===== src/hw/led_ctrl_pkg.sv =====
/*
 Constants shared by the LED driver control logic: register map, field
 positions, reset values and timing counts.
 Assumes a 200 MHz clock and a simple strobed register port.
*/
package led_ctrl_pkg;
  // Register indices (byte address equals the index on this port)
  localparam logic [3:0] ADDR_MODE = 4'h0;
  localparam logic [3:0] ADDR_TORCH = 4'h1;
  localparam logic [3:0] ADDR_FLASH = 4'h2;
  localparam logic [3:0] ADDR_TIMER = 4'h3;
  localparam logic [3:0] ADDR_STATUS = 4'h4;
  localparam logic [3:0] ADDR_IRQ_STAT = 4'h5;
  localparam logic [3:0] ADDR_IRQ_MASK = 4'h6;

  // Mode register layout
  localparam int MODE_LSB = 0;
  localparam int OV_LSB = 2;
  localparam int VMODE_BIT = 4;
  localparam int STT_BIT = 5;
  localparam int SFT_BIT = 6;

  // Operating mode field values
  localparam logic [1:0] MODE_OFF = 2'h0;
  localparam logic [1:0] MODE_TORCH = 2'h1;
  localparam logic [1:0] MODE_FLASH = 2'h2;
  localparam logic [1:0] MODE_VOLT = 2'h3;
  localparam logic [1:0] OV_BYPASS = 2'h3;

  // Status and interrupt bit positions
  localparam int ST_LED_FAULT = 0;
  localparam int ST_THERMAL = 1;
  localparam int ST_TIMEOUT = 2;
  localparam int ST_UVLO = 3;
  localparam int IRQ_W = 3;

  // Reset values
  localparam logic [7:0] MODE_RST = 8'h00;
  localparam logic [2:0] LEVEL_RST = 3'h0;
  localparam logic [7:0] TIMER_RST = 8'h0F;
  localparam logic [IRQ_W-1:0] MASK_RST = 3'h0;

  // Timing: safety timer tick and soft-start step
  localparam int CLK_MHZ = 200;
  localparam int TICK_US = 4000;
  localparam int TICK_CYC = TICK_US * CLK_MHZ;
  localparam int SS_STEP_NS = 40;
  localparam int SS_STEP_CYC = (SS_STEP_NS * CLK_MHZ + 999) / 1000;
  localparam int REF_W = 6;
endpackage : led_ctrl_pkg


===== src/hw/flash_safety_timer.sv =====
/*
 Flash pulse safety timer: counts ticks up to the programmed limit.
 Assumes run comes from the control logic on the same clock.
*/
`timescale 1ns/100ps
module flash_safety_timer #(
  parameter int TICK_CYC = led_ctrl_pkg::TICK_CYC
) (
  input wire logic clk,
  input wire logic resetn,
  input wire logic run,
  input wire logic [7:0] limit,
  output logic timeout
);
  logic [31:0] tick_reg;
  logic [7:0] ticks_reg;

  // Count while running; timeout pulses for one cycle each time the tick count reaches the limit
  always_ff @(posedge clk or negedge resetn) begin
    if (!resetn) begin
      tick_reg <= 32'h0;
      ticks_reg <= 8'h00;
      timeout <= 1'b0;
    end else if (!run) begin
      tick_reg <= 32'h0;
      ticks_reg <= 8'h00;
      timeout <= 1'b0;
    end else if (tick_reg == 32'(TICK_CYC - 1)) begin
      tick_reg <= 32'h0;
      timeout <= (ticks_reg == limit);
      ticks_reg <= ticks_reg + 8'h01;
    end else begin
      tick_reg <= tick_reg + 32'h1;
      timeout <= 1'b0;
    end
  end
endmodule : flash_safety_timer


===== src/hw/led_driver_mode_fault_control.sv =====
/*
 Mode, fault and strobe control of a flash LED boost driver.
 Assumes synchronous pin inputs, analog comparators on the same clock,
 and a strobed register port with read data one cycle later.
*/
// Functional notes
// - Mode field zero without voltage command or pin forces shutdown
// - Shutdown stops switching, LED pin floats
// - Shutdown, select not 11: both switches off
// - Shutdown, select 11: rectifier held on
// - Short LED limits current, sets fault
// - Open LED clamps output, sets fault
// - Over-temperature disables stages, clears mode
// - Thermal flag held until read
// - Undervoltage blocks both power switches
// - Enable starts switching with ramped reference
// - Voltage mode by command or pin
// - Strobe selects level without latency (with STT the code adds one clock through flash_run_reg)
// - Safety timer bounds flash pulse
// - Serial link limited to 400 kbps
// - Host sets mode, levels, voltage, timer
// - Torch mode ignores strobe, timer off
// - Voltage mode field regulates, sink disconnected
// - Strobe low torch, high flash
`timescale 1ns/100ps
module led_driver_mode_fault_control #(
  parameter int TICK_CYC = led_ctrl_pkg::TICK_CYC
) (
  input wire logic clk,
  input wire logic resetn,
  input wire logic [3:0] addr,
  input wire logic [7:0] wdata,
  input wire logic wr_en,
  input wire logic rd_en,
  output logic [7:0] rdata,
  input wire logic flash_strobe,
  input wire logic hw_voltage_mode_input,
  input wire logic led_short_det,
  input wire logic led_open_det,
  input wire logic over_temp_det,
  input wire logic uvlo_det,
  output logic power_switch_on,
  output logic rectifier_on,
  output logic converter_enable,
  output logic voltage_mode,
  output logic led_sink_enable,
  output logic led_pin_hiz,
  output logic output_clamp_en,
  output logic current_limit_en,
  output logic [2:0] led_level,
  output logic [led_ctrl_pkg::REF_W-1:0] ref_level,
  output logic irq
);
  logic [1:0] mode_reg;
  logic [1:0] output_voltage_select;
  logic vmode_cmd_reg;
  logic stt_reg;
  logic sft_reg;
  logic [2:0] torch_level;
  logic [2:0] flash_level;
  logic [7:0] flash_safety_timer_limit;
  logic led_fault_flag;
  logic thermal_fault_flag;
  logic [led_ctrl_pkg::IRQ_W-1:0] irq_stat_reg;
  logic [led_ctrl_pkg::IRQ_W-1:0] irq_mask_reg;
  logic strobe_d_reg;
  logic sft_d_reg;
  logic flash_run_reg;
  logic flash_expired_reg;
  logic timeout;
  logic shutdown;
  logic vm_active;
  logic flash_active;
  logic trig_rise;
  logic wr_mode;
  logic rd_status;
  logic [led_ctrl_pkg::IRQ_W-1:0] irq_events;

  // Address match helper used by both read and write decode
  function automatic logic hit(input logic [3:0] a, input logic [3:0] r);
    return a == r;
  endfunction : hit

  // A strobe every clock is far quicker than any serial host can send
  assign wr_mode = wr_en && hit(addr, led_ctrl_pkg::ADDR_MODE);
  assign rd_status = rd_en && hit(addr, led_ctrl_pkg::ADDR_STATUS);
  assign trig_rise = (flash_strobe && !strobe_d_reg) ||
                     (sft_reg && !sft_d_reg);

  // Operating decode
  assign vm_active = (mode_reg == led_ctrl_pkg::MODE_VOLT) ||
                     vmode_cmd_reg || hw_voltage_mode_input;
  assign shutdown = (mode_reg == led_ctrl_pkg::MODE_OFF) &&
                    !vm_active;

  // Flash pulse only in flash mode; torch mode ignores strobe and SFT
  always_comb begin
    if (mode_reg != led_ctrl_pkg::MODE_FLASH) begin
      flash_active = 1'b0;
    end else if (stt_reg) begin
      flash_active = flash_run_reg;
    end else begin
      flash_active = (flash_strobe || sft_reg) && !timeout &&
                     !flash_expired_reg;
    end
  end

  // Mode register, with thermal clear and timeout clear of SFT
  always_ff @(posedge clk or negedge resetn) begin
    if (!resetn) begin
      mode_reg <= led_ctrl_pkg::MODE_RST[1:0];
      output_voltage_select <= led_ctrl_pkg::MODE_RST[3:2];
      vmode_cmd_reg <= 1'b0;
      stt_reg <= 1'b0;
      sft_reg <= 1'b0;
    end else begin
      if (wr_mode) begin
        mode_reg <= wdata[led_ctrl_pkg::MODE_LSB +: 2];
        output_voltage_select <= wdata[led_ctrl_pkg::OV_LSB +: 2];
        vmode_cmd_reg <= wdata[led_ctrl_pkg::VMODE_BIT];
        stt_reg <= wdata[led_ctrl_pkg::STT_BIT];
        sft_reg <= wdata[led_ctrl_pkg::SFT_BIT];
      end
      // Hardware clears win over a same-cycle write
      if (timeout) begin
        sft_reg <= 1'b0;
      end
      if (over_temp_det) begin
        mode_reg <= led_ctrl_pkg::MODE_OFF;
        vmode_cmd_reg <= 1'b0;
      end
    end
  end

  // Level and timer limit registers
  always_ff @(posedge clk or negedge resetn) begin
    if (!resetn) begin
      torch_level <= led_ctrl_pkg::LEVEL_RST;
      flash_level <= led_ctrl_pkg::LEVEL_RST;
      flash_safety_timer_limit <= led_ctrl_pkg::TIMER_RST;
    end else if (wr_en) begin
      if (hit(addr, led_ctrl_pkg::ADDR_TORCH)) begin
        torch_level <= wdata[2:0];
      end
      if (hit(addr, led_ctrl_pkg::ADDR_FLASH)) begin
        flash_level <= wdata[2:0];
      end
      if (hit(addr, led_ctrl_pkg::ADDR_TIMER)) begin
        flash_safety_timer_limit <= wdata;
      end
    end
  end

  // Trigger edge detection and run latch, edge-sensitive with STT, following the trigger level without it
  always_ff @(posedge clk or negedge resetn) begin
    if (!resetn) begin
      strobe_d_reg <= 1'b0;
      sft_d_reg <= 1'b0;
      flash_run_reg <= 1'b0;
    end else begin
      strobe_d_reg <= flash_strobe;
      sft_d_reg <= sft_reg;
      if (mode_reg != led_ctrl_pkg::MODE_FLASH || timeout) begin
        flash_run_reg <= 1'b0;
      end else if (stt_reg) begin
        // Once running, further triggers are ignored
        if (trig_rise) begin
          flash_run_reg <= 1'b1;
        end
      end else begin
        // A timed-out level pulse stays off until the trigger drops
        flash_run_reg <= (flash_strobe || sft_reg) && !flash_expired_reg;
      end
    end
  end

  // Timed-out marker for level mode; without it a held strobe would
  // restart the safety timer at once and the pulse would never end
  always_ff @(posedge clk or negedge resetn) begin
    if (!resetn) begin
      flash_expired_reg <= 1'b0;
    end else if (mode_reg != led_ctrl_pkg::MODE_FLASH) begin
      flash_expired_reg <= 1'b0;
    end else if (timeout) begin
      flash_expired_reg <= 1'b1;
    end else if (!(flash_strobe || sft_reg)) begin
      flash_expired_reg <= 1'b0;
    end
  end

  // Fault flags: set wins over the clearing read
  always_ff @(posedge clk or negedge resetn) begin
    if (!resetn) begin
      led_fault_flag <= 1'b0;
      thermal_fault_flag <= 1'b0;
    end else begin
      if (led_short_det || led_open_det) begin
        led_fault_flag <= 1'b1;
      end else if (rd_status) begin
        led_fault_flag <= 1'b0;
      end
      if (over_temp_det) begin
        thermal_fault_flag <= 1'b1;
      end else if (rd_status) begin
        thermal_fault_flag <= 1'b0;
      end
    end
  end

  // Interrupt status, write one to clear, events win
  assign irq_events = {timeout, over_temp_det, led_short_det || led_open_det};
  always_ff @(posedge clk or negedge resetn) begin
    if (!resetn) begin
      irq_stat_reg <= '0;
      irq_mask_reg <= led_ctrl_pkg::MASK_RST;
    end else begin
      if (wr_en && hit(addr, led_ctrl_pkg::ADDR_IRQ_MASK)) begin
        irq_mask_reg <= wdata[led_ctrl_pkg::IRQ_W-1:0];
      end
      if (wr_en && hit(addr, led_ctrl_pkg::ADDR_IRQ_STAT)) begin
        irq_stat_reg <= (irq_stat_reg & ~wdata[led_ctrl_pkg::IRQ_W-1:0]) |
                        irq_events;
      end else begin
        irq_stat_reg <= irq_stat_reg | irq_events;
      end
    end
  end
  assign irq = |(irq_stat_reg & irq_mask_reg);

  // Read data, registered; unmapped reads return zero
  always_ff @(posedge clk or negedge resetn) begin
    if (!resetn) begin
      rdata <= 8'h00;
    end else if (rd_en) begin
      case (addr)
        led_ctrl_pkg::ADDR_MODE: rdata <= {1'b0, sft_reg, stt_reg,
          vmode_cmd_reg, output_voltage_select, mode_reg};
        led_ctrl_pkg::ADDR_TORCH: rdata <= {5'h00, torch_level};
        led_ctrl_pkg::ADDR_FLASH: rdata <= {5'h00, flash_level};
        led_ctrl_pkg::ADDR_TIMER: rdata <= flash_safety_timer_limit;
        led_ctrl_pkg::ADDR_STATUS: rdata <= {4'h0, uvlo_det, flash_run_reg,
          thermal_fault_flag, led_fault_flag};
        led_ctrl_pkg::ADDR_IRQ_STAT: rdata <= {5'h00, irq_stat_reg};
        led_ctrl_pkg::ADDR_IRQ_MASK: rdata <= {5'h00, irq_mask_reg};
        default: rdata <= 8'h00;
      endcase
    end else begin
      rdata <= 8'h00;
    end
  end

  // Power stage drive; thermal disables the converter, undervoltage blocks both switches
  always_comb begin
    converter_enable = !shutdown && !over_temp_det;
    voltage_mode = vm_active && converter_enable;
    // Switch gates shown as enables to the analog PWM stage
    power_switch_on = converter_enable && !uvlo_det;
    if (uvlo_det) begin
      rectifier_on = 1'b0;
    end else if (shutdown) begin
      rectifier_on = (output_voltage_select ==
                      led_ctrl_pkg::OV_BYPASS);
    end else begin
      rectifier_on = converter_enable;
    end
    // Sink off in shutdown, thermal trip, or pure voltage mode
    led_sink_enable = converter_enable &&
                      (mode_reg == led_ctrl_pkg::MODE_TORCH ||
                       mode_reg == led_ctrl_pkg::MODE_FLASH);
    led_pin_hiz = !led_sink_enable;
    current_limit_en = led_short_det && led_sink_enable;
    output_clamp_en = led_open_det && converter_enable;
    // Combinational select, so a level strobe acts with no added latency; with STT the level follows flash_run_reg, one clock later
    led_level = flash_active ? flash_level : torch_level;
  end

  // Soft start ramps while the converter is enabled
  soft_start_ramp u_ramp (
    .clk(clk),
    .resetn(resetn),
    .enable(converter_enable),
    .ref_level(ref_level)
  );

  // Timer runs only during a flash pulse in flash mode
  flash_safety_timer #(.TICK_CYC(TICK_CYC)) u_timer (
    .clk(clk),
    .resetn(resetn),
    .run(flash_run_reg),
    .limit(flash_safety_timer_limit),
    .timeout(timeout)
  );

  a_mode_clear: assert property (@(posedge clk) disable iff (!resetn)
    over_temp_det |=> mode_reg == led_ctrl_pkg::MODE_OFF)
    else $error("mode not cleared by thermal trip");
  a_thermal_hold: assert property (@(posedge clk) disable iff (!resetn)
    thermal_fault_flag && !rd_status |=> thermal_fault_flag)
    else $error("thermal flag lost without read");
  a_thermal_read: assert property (@(posedge clk) disable iff (!resetn)
    rd_status && !over_temp_det |=> !thermal_fault_flag)
    else $error("thermal flag not cleared by read");
  a_uvlo_block: assert property (@(posedge clk) disable iff (!resetn)
    uvlo_det |-> !power_switch_on && !rectifier_on)
    else $error("switch on during undervoltage");
  a_off_bypass: assert property (@(posedge clk) disable iff (!resetn)
    shutdown && !uvlo_det |-> !power_switch_on && led_pin_hiz &&
    rectifier_on == (output_voltage_select == 2'h3))
    else $error("wrong shutdown switch state");
  a_fault_set: assert property (@(posedge clk) disable iff (!resetn)
    led_short_det || led_open_det |=> led_fault_flag)
    else $error("led fault flag not set");
  a_torch_only: assert property (@(posedge clk) disable iff (!resetn)
    mode_reg == led_ctrl_pkg::MODE_TORCH |-> led_level == torch_level ##1
    !flash_run_reg)
    else $error("torch mode left torch level");
  a_strobe_level: assert property (@(posedge clk) disable iff (!resetn)
    mode_reg == led_ctrl_pkg::MODE_FLASH && !stt_reg && flash_strobe &&
    !timeout && !flash_expired_reg |-> led_level == flash_level)
    else $error("strobe did not select flash level");
  a_vm_sink: assert property (@(posedge clk) disable iff (!resetn)
    mode_reg == led_ctrl_pkg::MODE_VOLT && !over_temp_det |->
    voltage_mode && !led_sink_enable)
    else $error("voltage mode sink not off");
  a_pin_vmode: assert property (@(posedge clk) disable iff (!resetn)
    hw_voltage_mode_input && !over_temp_det |-> voltage_mode)
    else $error("pin did not enter voltage mode");
  a_shutdown_off: assert property (@(posedge clk) disable iff (!resetn)
    mode_reg == led_ctrl_pkg::MODE_OFF && !vmode_cmd_reg &&
    !hw_voltage_mode_input |-> !converter_enable && !power_switch_on &&
    led_pin_hiz)
    else $error("off mode left the stage running");
  a_thermal_off: assert property (@(posedge clk) disable iff (!resetn)
    over_temp_det |-> !converter_enable && !led_sink_enable &&
    !power_switch_on)
    else $error("stage running during thermal trip");
  a_timeout_stop: assert property (@(posedge clk) disable iff (!resetn)
    timeout |=> !flash_run_reg)
    else $error("flash pulse ran past timeout");
  a_level_expire: assert property (@(posedge clk) disable iff (!resetn)
    mode_reg == led_ctrl_pkg::MODE_FLASH && !stt_reg && timeout ##1
    mode_reg == led_ctrl_pkg::MODE_FLASH && !stt_reg && flash_strobe |->
    led_level == torch_level)
    else $error("held strobe restarted a timed-out pulse");
  a_ramp_zero: assert property (@(posedge clk) disable iff (!resetn)
    !converter_enable |=> ref_level == '0)
    else $error("reference not restarted from zero");
endmodule : led_driver_mode_fault_control


===== src/hw/soft_start_ramp.sv =====
/*
 Internal reference ramp used at converter enable to limit inrush.
 Assumes enable is a level from the control logic on the same clock.
*/
`timescale 1ns/100ps
module soft_start_ramp (
  input wire logic clk,
  input wire logic resetn,
  input wire logic enable,
  output logic [led_ctrl_pkg::REF_W-1:0] ref_level
);
  logic [7:0] step_cnt_reg;
  localparam logic [7:0] STEP_LAST = 8'(led_ctrl_pkg::SS_STEP_CYC - 1);
  localparam logic [led_ctrl_pkg::REF_W-1:0] REF_MAX = '1;

  // Reference climbs one step per interval, drops at once when disabled
  always_ff @(posedge clk or negedge resetn) begin
    if (!resetn) begin
      step_cnt_reg <= 8'h00;
      ref_level <= '0;
    end else if (!enable) begin
      step_cnt_reg <= 8'h00;
      ref_level <= '0;
    end else if (step_cnt_reg == STEP_LAST) begin
      step_cnt_reg <= 8'h00;
      if (ref_level != REF_MAX) begin
        ref_level <= ref_level + 1'b1;
      end
    end else begin
      step_cnt_reg <= step_cnt_reg + 8'h01;
    end
  end
endmodule : soft_start_ramp


===== config.mk =====
export PLATFORM = sky130hd
export DESIGN_NAME = led_driver_mode_fault_control
export DESIGN_NICKNAME = d
export VERILOG_FILES = /design/src/hw/led_ctrl_pkg.sv /design/src/hw/flash_safety_timer.sv /design/src/hw/led_driver_mode_fault_control.sv /design/src/hw/soft_start_ramp.sv
export SDC_FILE = /design/constraint.sdc
export NUM_CORES = 1
export LEC_CHECK = 0
export BUFFER_PORTS_ARGS = -buffer_cell sky130_fd_sc_hd__buf_2
export CELL_PAD_IN_SITES_DETAIL_PLACEMENT = 1
export CELL_PAD_IN_SITES_GLOBAL_PLACEMENT = 1
export CORE_AREA = 5 5 130 101
export CTS_BUF_LIST = sky130_fd_sc_hd__clkbuf_4
export CTS_CLUSTER_SIZE = 25
export DETAILED_ROUTE_END_ITERATION = 8
export DIE_AREA = 0 0 135 106
export HOLD_SLACK_MARGIN = 0.08
export PLACE_DENSITY_LB_ADDON = 0.08
export SLEW_MARGIN = 25
export SYNTH_ARGS = -nofsm -noshare
export SYNTH_HDL_FRONTEND = slang
export SYNTH_HIERARCHICAL = 1
export SYNTH_SLANG_ARGS = --single-unit
export TNS_END_PERCENT = 30

===== constraint.sdc =====
create_clock -name clk -period 2 [get_ports clk]
set_input_delay 0.4 -clock clk [delete_from_list [all_inputs] [get_ports clk]]
set_output_delay 0.4 -clock clk [all_outputs]
set_load 0.02 [all_outputs]

## Yosys cells after proc, flatten, opt, wreduce, memory -nomap -nowiden

Index checks and enable logic that the tools add are counted.
W data, S select, Z words.

- Flip-flop bits (word level): 96
- Input bits: 22
- Output and inout bits: 26
- Logic and storage cells: 128

- $add $sub $neg: 4
- Equal/unequal tests: 20
- Mux-type cells: 34
- Bitwise gates (word level): 5
- Reduce and logical (&&, ||, !) cells: 43

Operators by type and width:

| kind | count |
|---|---|
| $mux W32 | 2 |
| $pmux W8 S7 | 1 |
| $mux W8 | 5 |
| $add A32 B1 Y32 const B | 1 |
| $eq A32 B20 Y1 const B | 1 |
| $mux W1 | 19 |
| $mux W6 | 3 |
| $add A8 B1 Y8 const B | 2 |
| $logic_and A1 B1 Y1 | 16 |
| $eq A4 B3 Y1 const B | 3 |
| $logic_not A1 Y1 | 9 |
| $eq A4 B2 Y1 const B | 2 |
| $eq A8 B3 Y1 const B | 1 |
| $eq A8 B8 Y1 | 1 |
| $reduce_and A2 Y1 | 4 |
| $reduce_bool A2 Y1 | 4 |
| $logic_or A1 B1 Y1 | 7 |
| $add A6 B1 Y6 const B | 1 |
| $and A3 B3 Y3 | 2 |
| $eq A2 B2 Y1 const B | 3 |
| $mux W3 | 2 |
| $ne A2 B2 Y1 const B | 3 |
| $ne A6 B6 Y1 const B | 1 |
| $or A3 B3 Y3 | 2 |
| other kinds (10) | 11 |

## Logic depth before layout (Yosys ltp)

Gate-level depths: netlist of the first run.

- Depth in word-level cells: 9
- Depth in mapped cells: 8
- Gate-level depth less buffers: 7

## Hierarchy

Netlist of the first run, hierarchy kept.

Modules (own cells, without submodules):

| module | times used | cells an instance | area each (um^2) | seq. area each (um^2) |
|---|---|---|---|---|
| flash_safety_timer | 1 | 244 | 2238.4 | 1026.0 |
| led_driver_mode_fault_control | 1 | 181 | 2099.5 | 1031.0 |
| soft_start_ramp | 1 | 74 | 725.7 | 350.3 |

## Worst setup path after synthesis of the first run

Ideal clock, no wire load.

- Kind: register to register
- Start: register u_timer.tick_reg[0]
- End: register u_timer.tick_reg[26]
- Setup time: 77 ps
- Arrival time: 1959 ps
- Required time: 1923 ps
- Path slack: -37 ps
- Stages on the path, launching flop included: 8
- Path buffers: 2
- Clock period less this slack: 2037 ps
- Cell sequence: dfrtp_1 > ha_1 > nand2_1 > or4_1 > clkbuf_1 > clkbuf_1 > or3_1 > a21oi_1

- Cells in the longest elaborated chain, start to end: 3
- Elaborated cells on any way between the ends: 4
- Those cells by class: add/sub: 1; eq/ne: 1; mux: 2

Ends and longest elaborated chain:

| element | RTL line | source |
|---|---|---|
| start, declared | flash_safety_timer.sv:15 | `logic [31:0] tick_reg;` |
| start signal, assigned | flash_safety_timer.sv:33 | `tick_reg <= tick_reg + 32'h1;` |
| $add A32 B1 Y32 / $eq A32 B20 Y1 (equally long branches) | flash_safety_timer.sv:33, flash_safety_timer.sv:28 |  |
| $mux W32 (*) | flash_safety_timer.sv:28 | `end else if (tick_reg == 32'(TICK_CYC - 1)) begin` |
| $mux W32 (*) | flash_safety_timer.sv:24 | `end else if (!run) begin` |

Mark *: on every way between the ends. The rest lies on a longest branch, timed or not.
A chain may end at the register's enable or synchronous reset.

## Worst setup path after layout of the first run

- Start: register mode_reg[0]
- End: output led_level[1]

- Cells in the longest elaborated chain, start to end: 3

Ends and longest elaborated chain:

| element | RTL line | source |
|---|---|---|
| start, declared | led_driver_mode_fault_control.sv:54 | `logic [1:0] mode_reg;` |
| start signal, assigned | led_driver_mode_fault_control.sv:111 | `mode_reg <= led_ctrl_pkg::MODE_RST[1:0];` |
| start signal, assigned | led_driver_mode_fault_control.sv:118 | `mode_reg <= wdata[led_ctrl_pkg::MODE_LSB +: 2];` |
| start signal, assigned | led_driver_mode_fault_control.sv:129 | `mode_reg <= led_ctrl_pkg::MODE_OFF;` |
| $ne A2 B2 Y1 | led_driver_mode_fault_control.sv:98 | `if (mode_reg != led_ctrl_pkg::MODE_FLASH) begin` |
| $mux W1 | led_driver_mode_fault_control.sv:98 |  |
| $mux W3 | led_driver_mode_fault_control.sv:274 | `led_level = flash_active ? flash_level : torch_level;` |
| end, declared | led_driver_mode_fault_control.sv:50 | `output logic [2:0] led_level,` |

No other way between the ends.

==> results.yml, run 1 <==
run_status:
  status: "finished, violations left"
  violations: "setup timing"
logic_synthesis:
  synth.top_cells.by_count: "92 x dfrtp_1, 37 x a21oi_1, 30 x o21ai_0"
  ys.flop_type: "dfrtp_1"
  ys_seq_elements: 96
  synth_warnings: 6
  synth_fp_nets: 528
  synth_top_cell_by_area: "dfrtp_1"
  avgSynthCellArea_um2: 10.1
  synth_edf_count: 0
  seq_area_frac_synth_pct: 47.5
  synthCells: 499
  synthTopCellsByArea: "dfrtp_1 45%, mux2_2 4.2%, a21oi_1 3.7%"
  netlist.area_leader.share_pct: 45.5
  yosys.cell_count.top_type: "dfrtp_1"
  post_synth_num_cell_types: 61
  async_flop_share_pct: 100
  synth_area_um2: 5060
sta:
  max_freq_mhz: 444
  worst_slack_ns: -0.253
  rsz0062_at_grt: "yes"
  tightest_slew_ns: 0.461
  hold_viol_final: 0
  setup_violations: 46
  fin_tns_setup_ns: -3.53
  min_period_over_period_pct: 113
  finClkSkew_ns: 0.0154
  slew_viol_final: 0
  post-route-min-period_ns: 2.25
  relSlewSlack_pct: 69.3
die:
  die_x_um: 135
  initial_core_util_pct: 42.7
  die_y_um: 106
  placementRows: 35
  dieArea_um2: 14300
  ios: 48
  coreArea_um2: 11900
worst_setup_path:
  crit_fanout: 3
  worstSetupEndpointType: "primary output"
  worstPathRequired_ns: 1.60
  crit_type: "reg2out"
  cp_data_arrival_time_ns: 1.85
  cp-start-kind: "flop"
finish:
  final_layout_size_suffix_gt1_share_pct: 33.8
  nets: 630
  post-route-util_pct: 54.1
  fin_area_um2: 6420
  antenna_cells: 0
  fin_cells: 772
  syn2layout_area_growth_pct: 26.7
  largest_reg_flops: 32
clock_network:
  htreeDepth: 3
  clkLatencyLatePin_ns: 0.44
  cts_tree: "built"
  root_buffer: "clkbuf_4"
  cts_buffer_depth: 2
  numCtsBuffers: 9
  cts_sinks: 96
  cts.clk_slew.worst_paths_ns: 0.15
power_and_ir_drop:
  p_seq_share_pct: 54.9
  clkPwrFrac_pct: 30.1
  pwr-share-comb_pct: 14.9
  switching_share_pct: 26.4
  p_int_mw: 2.92
  p_leak_nw: 2.68
  power.switching_mw: 1.05
  power_density_nw_per_um2: 618
  total_power_mw: 3.97
  vdd_drop_max_uv: 516
flow_run:
  max_cap_violations: 0
placement:
  numPortBuffers: 47
  place_inst: 739
  routabilityCongestion: 0.839
  place_area_um2: 5780
  dp_hpwl_mm: 10.4
routing:
  viasPerCell: 5.62
  num_vias: 4335
  ant_nets: 0
  routed_wl_mm: 14.5
  drt_pass1_iterations: 4
  wl_per_cell_um: 18.7
  drc_errors: 0
  drt_iter0_markers: 228
global_routing:
  overflow: 0
  first_global_vias: 4518
  antenna_found_initial: 0
  grt_pass1_wl_mm: 23.4
  track_usage_pct: 20.4
  grt_max_degree: 60
hold_path:
  hold_path_class: "in2reg"
final timing paths:
path,start,endpoint,slack [ns],depth (start not counted)
max in group asynchronous,resetn,u_timer/tick_reg[0],1.07,3
min,wdata[5],flash_safety_timer_limit[5],0.20,2
max,mode_reg[0],led_level[1],-0.25,6
min reg2reg,thermal_fault_flag,thermal_fault_flag,0.50,1
min in group asynchronous,resetn,u_ramp/ref_level[5],0.28,2
max reg2reg,u_timer/tick_reg[24],u_timer/ticks_reg[2],-0.14,6
repair_timing:
| item | CTS | global route |
|---|---|---|
| setup buffers | 9 | 5 |
| cloned | 1 | 0 |
| endpoints found under the hold margin | 93 | 0 |
| hold buffers | 2 | 0 |
| endpoints found under the setup margin | 47 | 54 |
| resized for setup | 57 | 26 |
| pin swaps | 24 | 13 |
layer usage:
| layer | global-route usage (%) | share of wire (%) |
|---|---|---|
| met2 | 32.9 | 47 |
| met3 | 3.17 | 3.1 |
| met5 | 0 | 0 |
| met1 | 29.5 | 49 |
| met4 | 3.45 | 0.77 |
area by class of cell:
| type | instances | area, um2 |
|---|---|---|
| Fill cell | 1314 | 5450 |
| Multi-Input combinational cell | 363 | 2700 |
| Sequential cell | 96 | 2410 |
| Timing Repair Buffer | 114 | 871 |
| Tap cell | 166 | 208 |
| Clock buffer | 11 | 82.6 |
| Clock inverter | 5 | 81.3 |
| Inverter | 17 | 63.8 |
cell families after synthesis:
group / share of synthesized area (%)
and+or+nand+nor: 22.6
buffers and inverters: 3.78
muxes: 6.99
adders and majority gates: 1.73
xor gates and xnor gates: 3.46
DFF: 47.5
AOI/OAI and AO/OA: 13.9
cells in the final DEF, fill, tap and decap left out, types with 11 or more instances in the layout:
cell | netlist | layout
buf_6 | 2 | 20
buf_4 | 0 | 54
nor2_1 | 25 | 23
mux2_2 | 19 | 16
buf_2 | 6 | 36
and3b_1 | 11 | 11
nand3_1 | 27 | 27
mux2_4 | 8 | 11
clkbuf_4 | 0 | 11
xnor2_1 | 12 | 12
a21oi_1 | 37 | 32
dfrtp_1 | 92 | 88
nand2_1 | 24 | 23
nand4_1 | 15 | 15
inv_1 | 17 | 15
or3_1 | 17 | 17
o21ai_0 | 30 | 29
power by group through the flow:
stage                     Combinational (mW)  Sequential (mW)  Clock [mW]
final                                  0.593             2.18        1.19
after global routing                   0.645             2.19        1.32
after CTS                              0.570             2.18        1.24
after detailed placement               0.493             2.21           0
after global placement                 0.481             2.20           0
after floorplan                        0.309             2.17           0
metrics by stage:
step,hold slack [ns],worst slack [ns]
CTS,0.159,-0.250
floorplan,0.104,0.00711
global placement,0.209,-0.150
finish,0.197,-0.253
global route,0.168,-0.350
detailed placement,0.209,-0.288
critical path, stage by stage, from the launching register on:
cell and delay (ns):
dfrtp_1 0.46, inv_2 0.11, ha_4 0.16, o221ai_4 0.09, buf_6 0.15, mux2_4 0.31
buf_6 0.13
Note: power is estimated with default switching activity, not from simulation.
==> run 2, diff against run 1 <==
==> constraint.sdc (replaced) <==
create_clock -name clk -period 2 [get_ports clk]
set_input_delay 0.1 -clock clk [delete_from_list [all_inputs] [get_ports clk]]
set_output_delay 0.1 -clock clk [all_outputs]
set_load 0.02 [all_outputs]
==> run 2 against run 1 <==
The flow still finishes with violations (setup timing); combinational power hardly changed; core utilization is 0.095 points lower; register-to-register slack better by 0.02 ns; setup slack better by 0.13 ns; maximum frequency is 6.3% higher; hold slack worse by 0.082 ns; clock power is 13% lower; sequential share of layout area hardly changed; global-route usage is 1.4 points higher; via count is 2.0% higher; die area stayed put.
==> results.yml, run 2 (synthesized netlist as in run 1, its figures left out) <==
sta:
  hold_viol_final: 0
  finClkSkew_ns: 0.0107
  relSlewSlack_pct: 70.1
  setup_violations: 36
  rsz0062_at_grt: "yes"
  slew_viol_final: 0
  post-route-min-period_ns: 2.12
  fin_tns_setup_ns: -2.01
  max_freq_mhz: 472
  worst_slack_ns: -0.120
  tightest_slew_ns: 0.449
  min_period_over_period_pct: 106
run_status:
  violations: "setup timing"
  status: "finished, violations left"
finish:
  fin_area_um2: 6400
  nFillCells: 1281
  post-route-util_pct: 54.0
  antenna_cells: 0
  largest_reg_flops: 32
  final_layout_size_suffix_gt1_share_pct: 31.5
  syn2layout_area_growth_pct: 26.5
  nets: 641
  layout_common_cells: "89 x dfrtp_1, 56 x buf_4, 37 x buf_2"
  final_common_cell: "dfrtp_1"
power_and_ir_drop:
  p_leak_nw: 2.65
  power_density_nw_per_um2: 595
  vdd_drop_max_uv: 419
  total_power_mw: 3.81
worst_setup_path:
  worstPathRequired_ns: 2.38
  cp-start-kind: "flop"
  crit_type: "reg2reg"
  worstSetupEndpointType: "flop"
  cp_data_arrival_time_ns: 2.50
  crit_fanout: 6
global_routing:
  antenna_found_initial: 0
  track_usage_pct: 21.7
  grt_pass1_wl_mm: 24.7
  overflow: 0
  first_global_vias: 4682
  grt_max_degree: 32
die:
  ios: 48
  die_y_um: 106
  dieArea_um2: 14300
  coreArea_um2: 11900
  die_x_um: 135
  initial_core_util_pct: 42.7
  placementRows: 35
placement:
  place_area_um2: 5770
  dp_hpwl_mm: 10.3
  numPortBuffers: 47
  dpl_worst_slack_ns: -0.166
  routabilityCongestion: 0.852
routing:
  wl_per_cell_um: 19.1
  drc_errors: 0
  ant_nets: 0
  viasPerCell: 5.66
  num_vias: 4423
  drt_iter0_markers: 214
  routed_wl_mm: 14.9
  drt_pass1_iterations: 4
clock_network:
  cts_sinks: 96
  cts.clk_slew.worst_paths_ns: 0.14
  htreeDepth: 3
  clkLatencyLatePin_ns: 0.45
  numCtsBuffers: 9
  cts_buffer_depth: 2
  cts_tree: "built"
  root_buffer: "clkbuf_4"
hold_path:
  hold_path_class: "in2reg"
flow_run:
  max_cap_violations: 0
[run 2: cell type report]
class / count / area, um2 / area share [%]
well taps: 166 / 208 / 3.24
clock buffers: 11 / 82.6 / 1.29
inverters: 17 / 67.6 / 1.05
flip-flops and latches: 96 / 2410 / 37.6
clock inverters: 4 / 46.3 / 0.723
multi-input cells: 364 / 2630 / 41.1
repair buffers: 124 / 960 / 15.0
[run 2: power by group]
part	internal, mW	switching [mW]
registers	2.07	0.109
clock network	0.398	0.645
logic	0.316	0.278
[run 2: path summary, 6_finish.rpt]
| check | from | endpoint | slack, ns | depth (start not counted) |
|---|---|---|---|---|
| max | u_timer/tick_reg[16] | u_timer/ticks_reg[3] | -0.12 | 5 |
| min | addr[3] | rdata[2] | 0.11 | 4 |
| max reg2reg | u_timer/tick_reg[16] | u_timer/ticks_reg[3] | -0.12 | 5 |
| min reg2reg | thermal_fault_flag | thermal_fault_flag | 0.50 | 1 |
| max in group asynchronous | resetn | flash_safety_timer_limit[2] | 1.21 | 3 |
| min in group asynchronous | resetn | u_ramp/ref_level[4] | 0.12 | 2 |
[run 2: stage by stage]
stage / hold slack, ns / instances
6_report: 0.115 / 782
5_1_grt: 0.0943 / 782
4_1_cts: 0.0868 / 780
3_5_place_dp: 0.0861 / 736
3_3_place_gp: 0.0815 / 736
2_1_floorplan: -0.196 / 499
[run 2: per-layer routing]
metal,GRT usage [%],share of wire [%],up-vias,routed length (um)
li1,-,-,2070,-
met1,30.8,48,2249,7100
met2,34.2,46,77,6930
met3,4.26,4.1,27,611
met4,5.97,2.0,0,296
met5,0,0,-,0
[run 2: repair_timing]
item,in CTS,in global routing
pin swaps,6,10
hold buffers,17,0
endpoints found under the setup margin,45,52
resized for setup,30,32
hold endpoints to repair,132,0
setup buffers,12,2
gates cloned,0,1
[run 2: worst max-delay path, cell delays in order (launching register included)]
cell and delay, ns:
dfrtp_1 0.43, nor4_2 0.29, buf_4 0.17, or4b_4 0.51, or4_4 0.50, a21oi_1 0.15
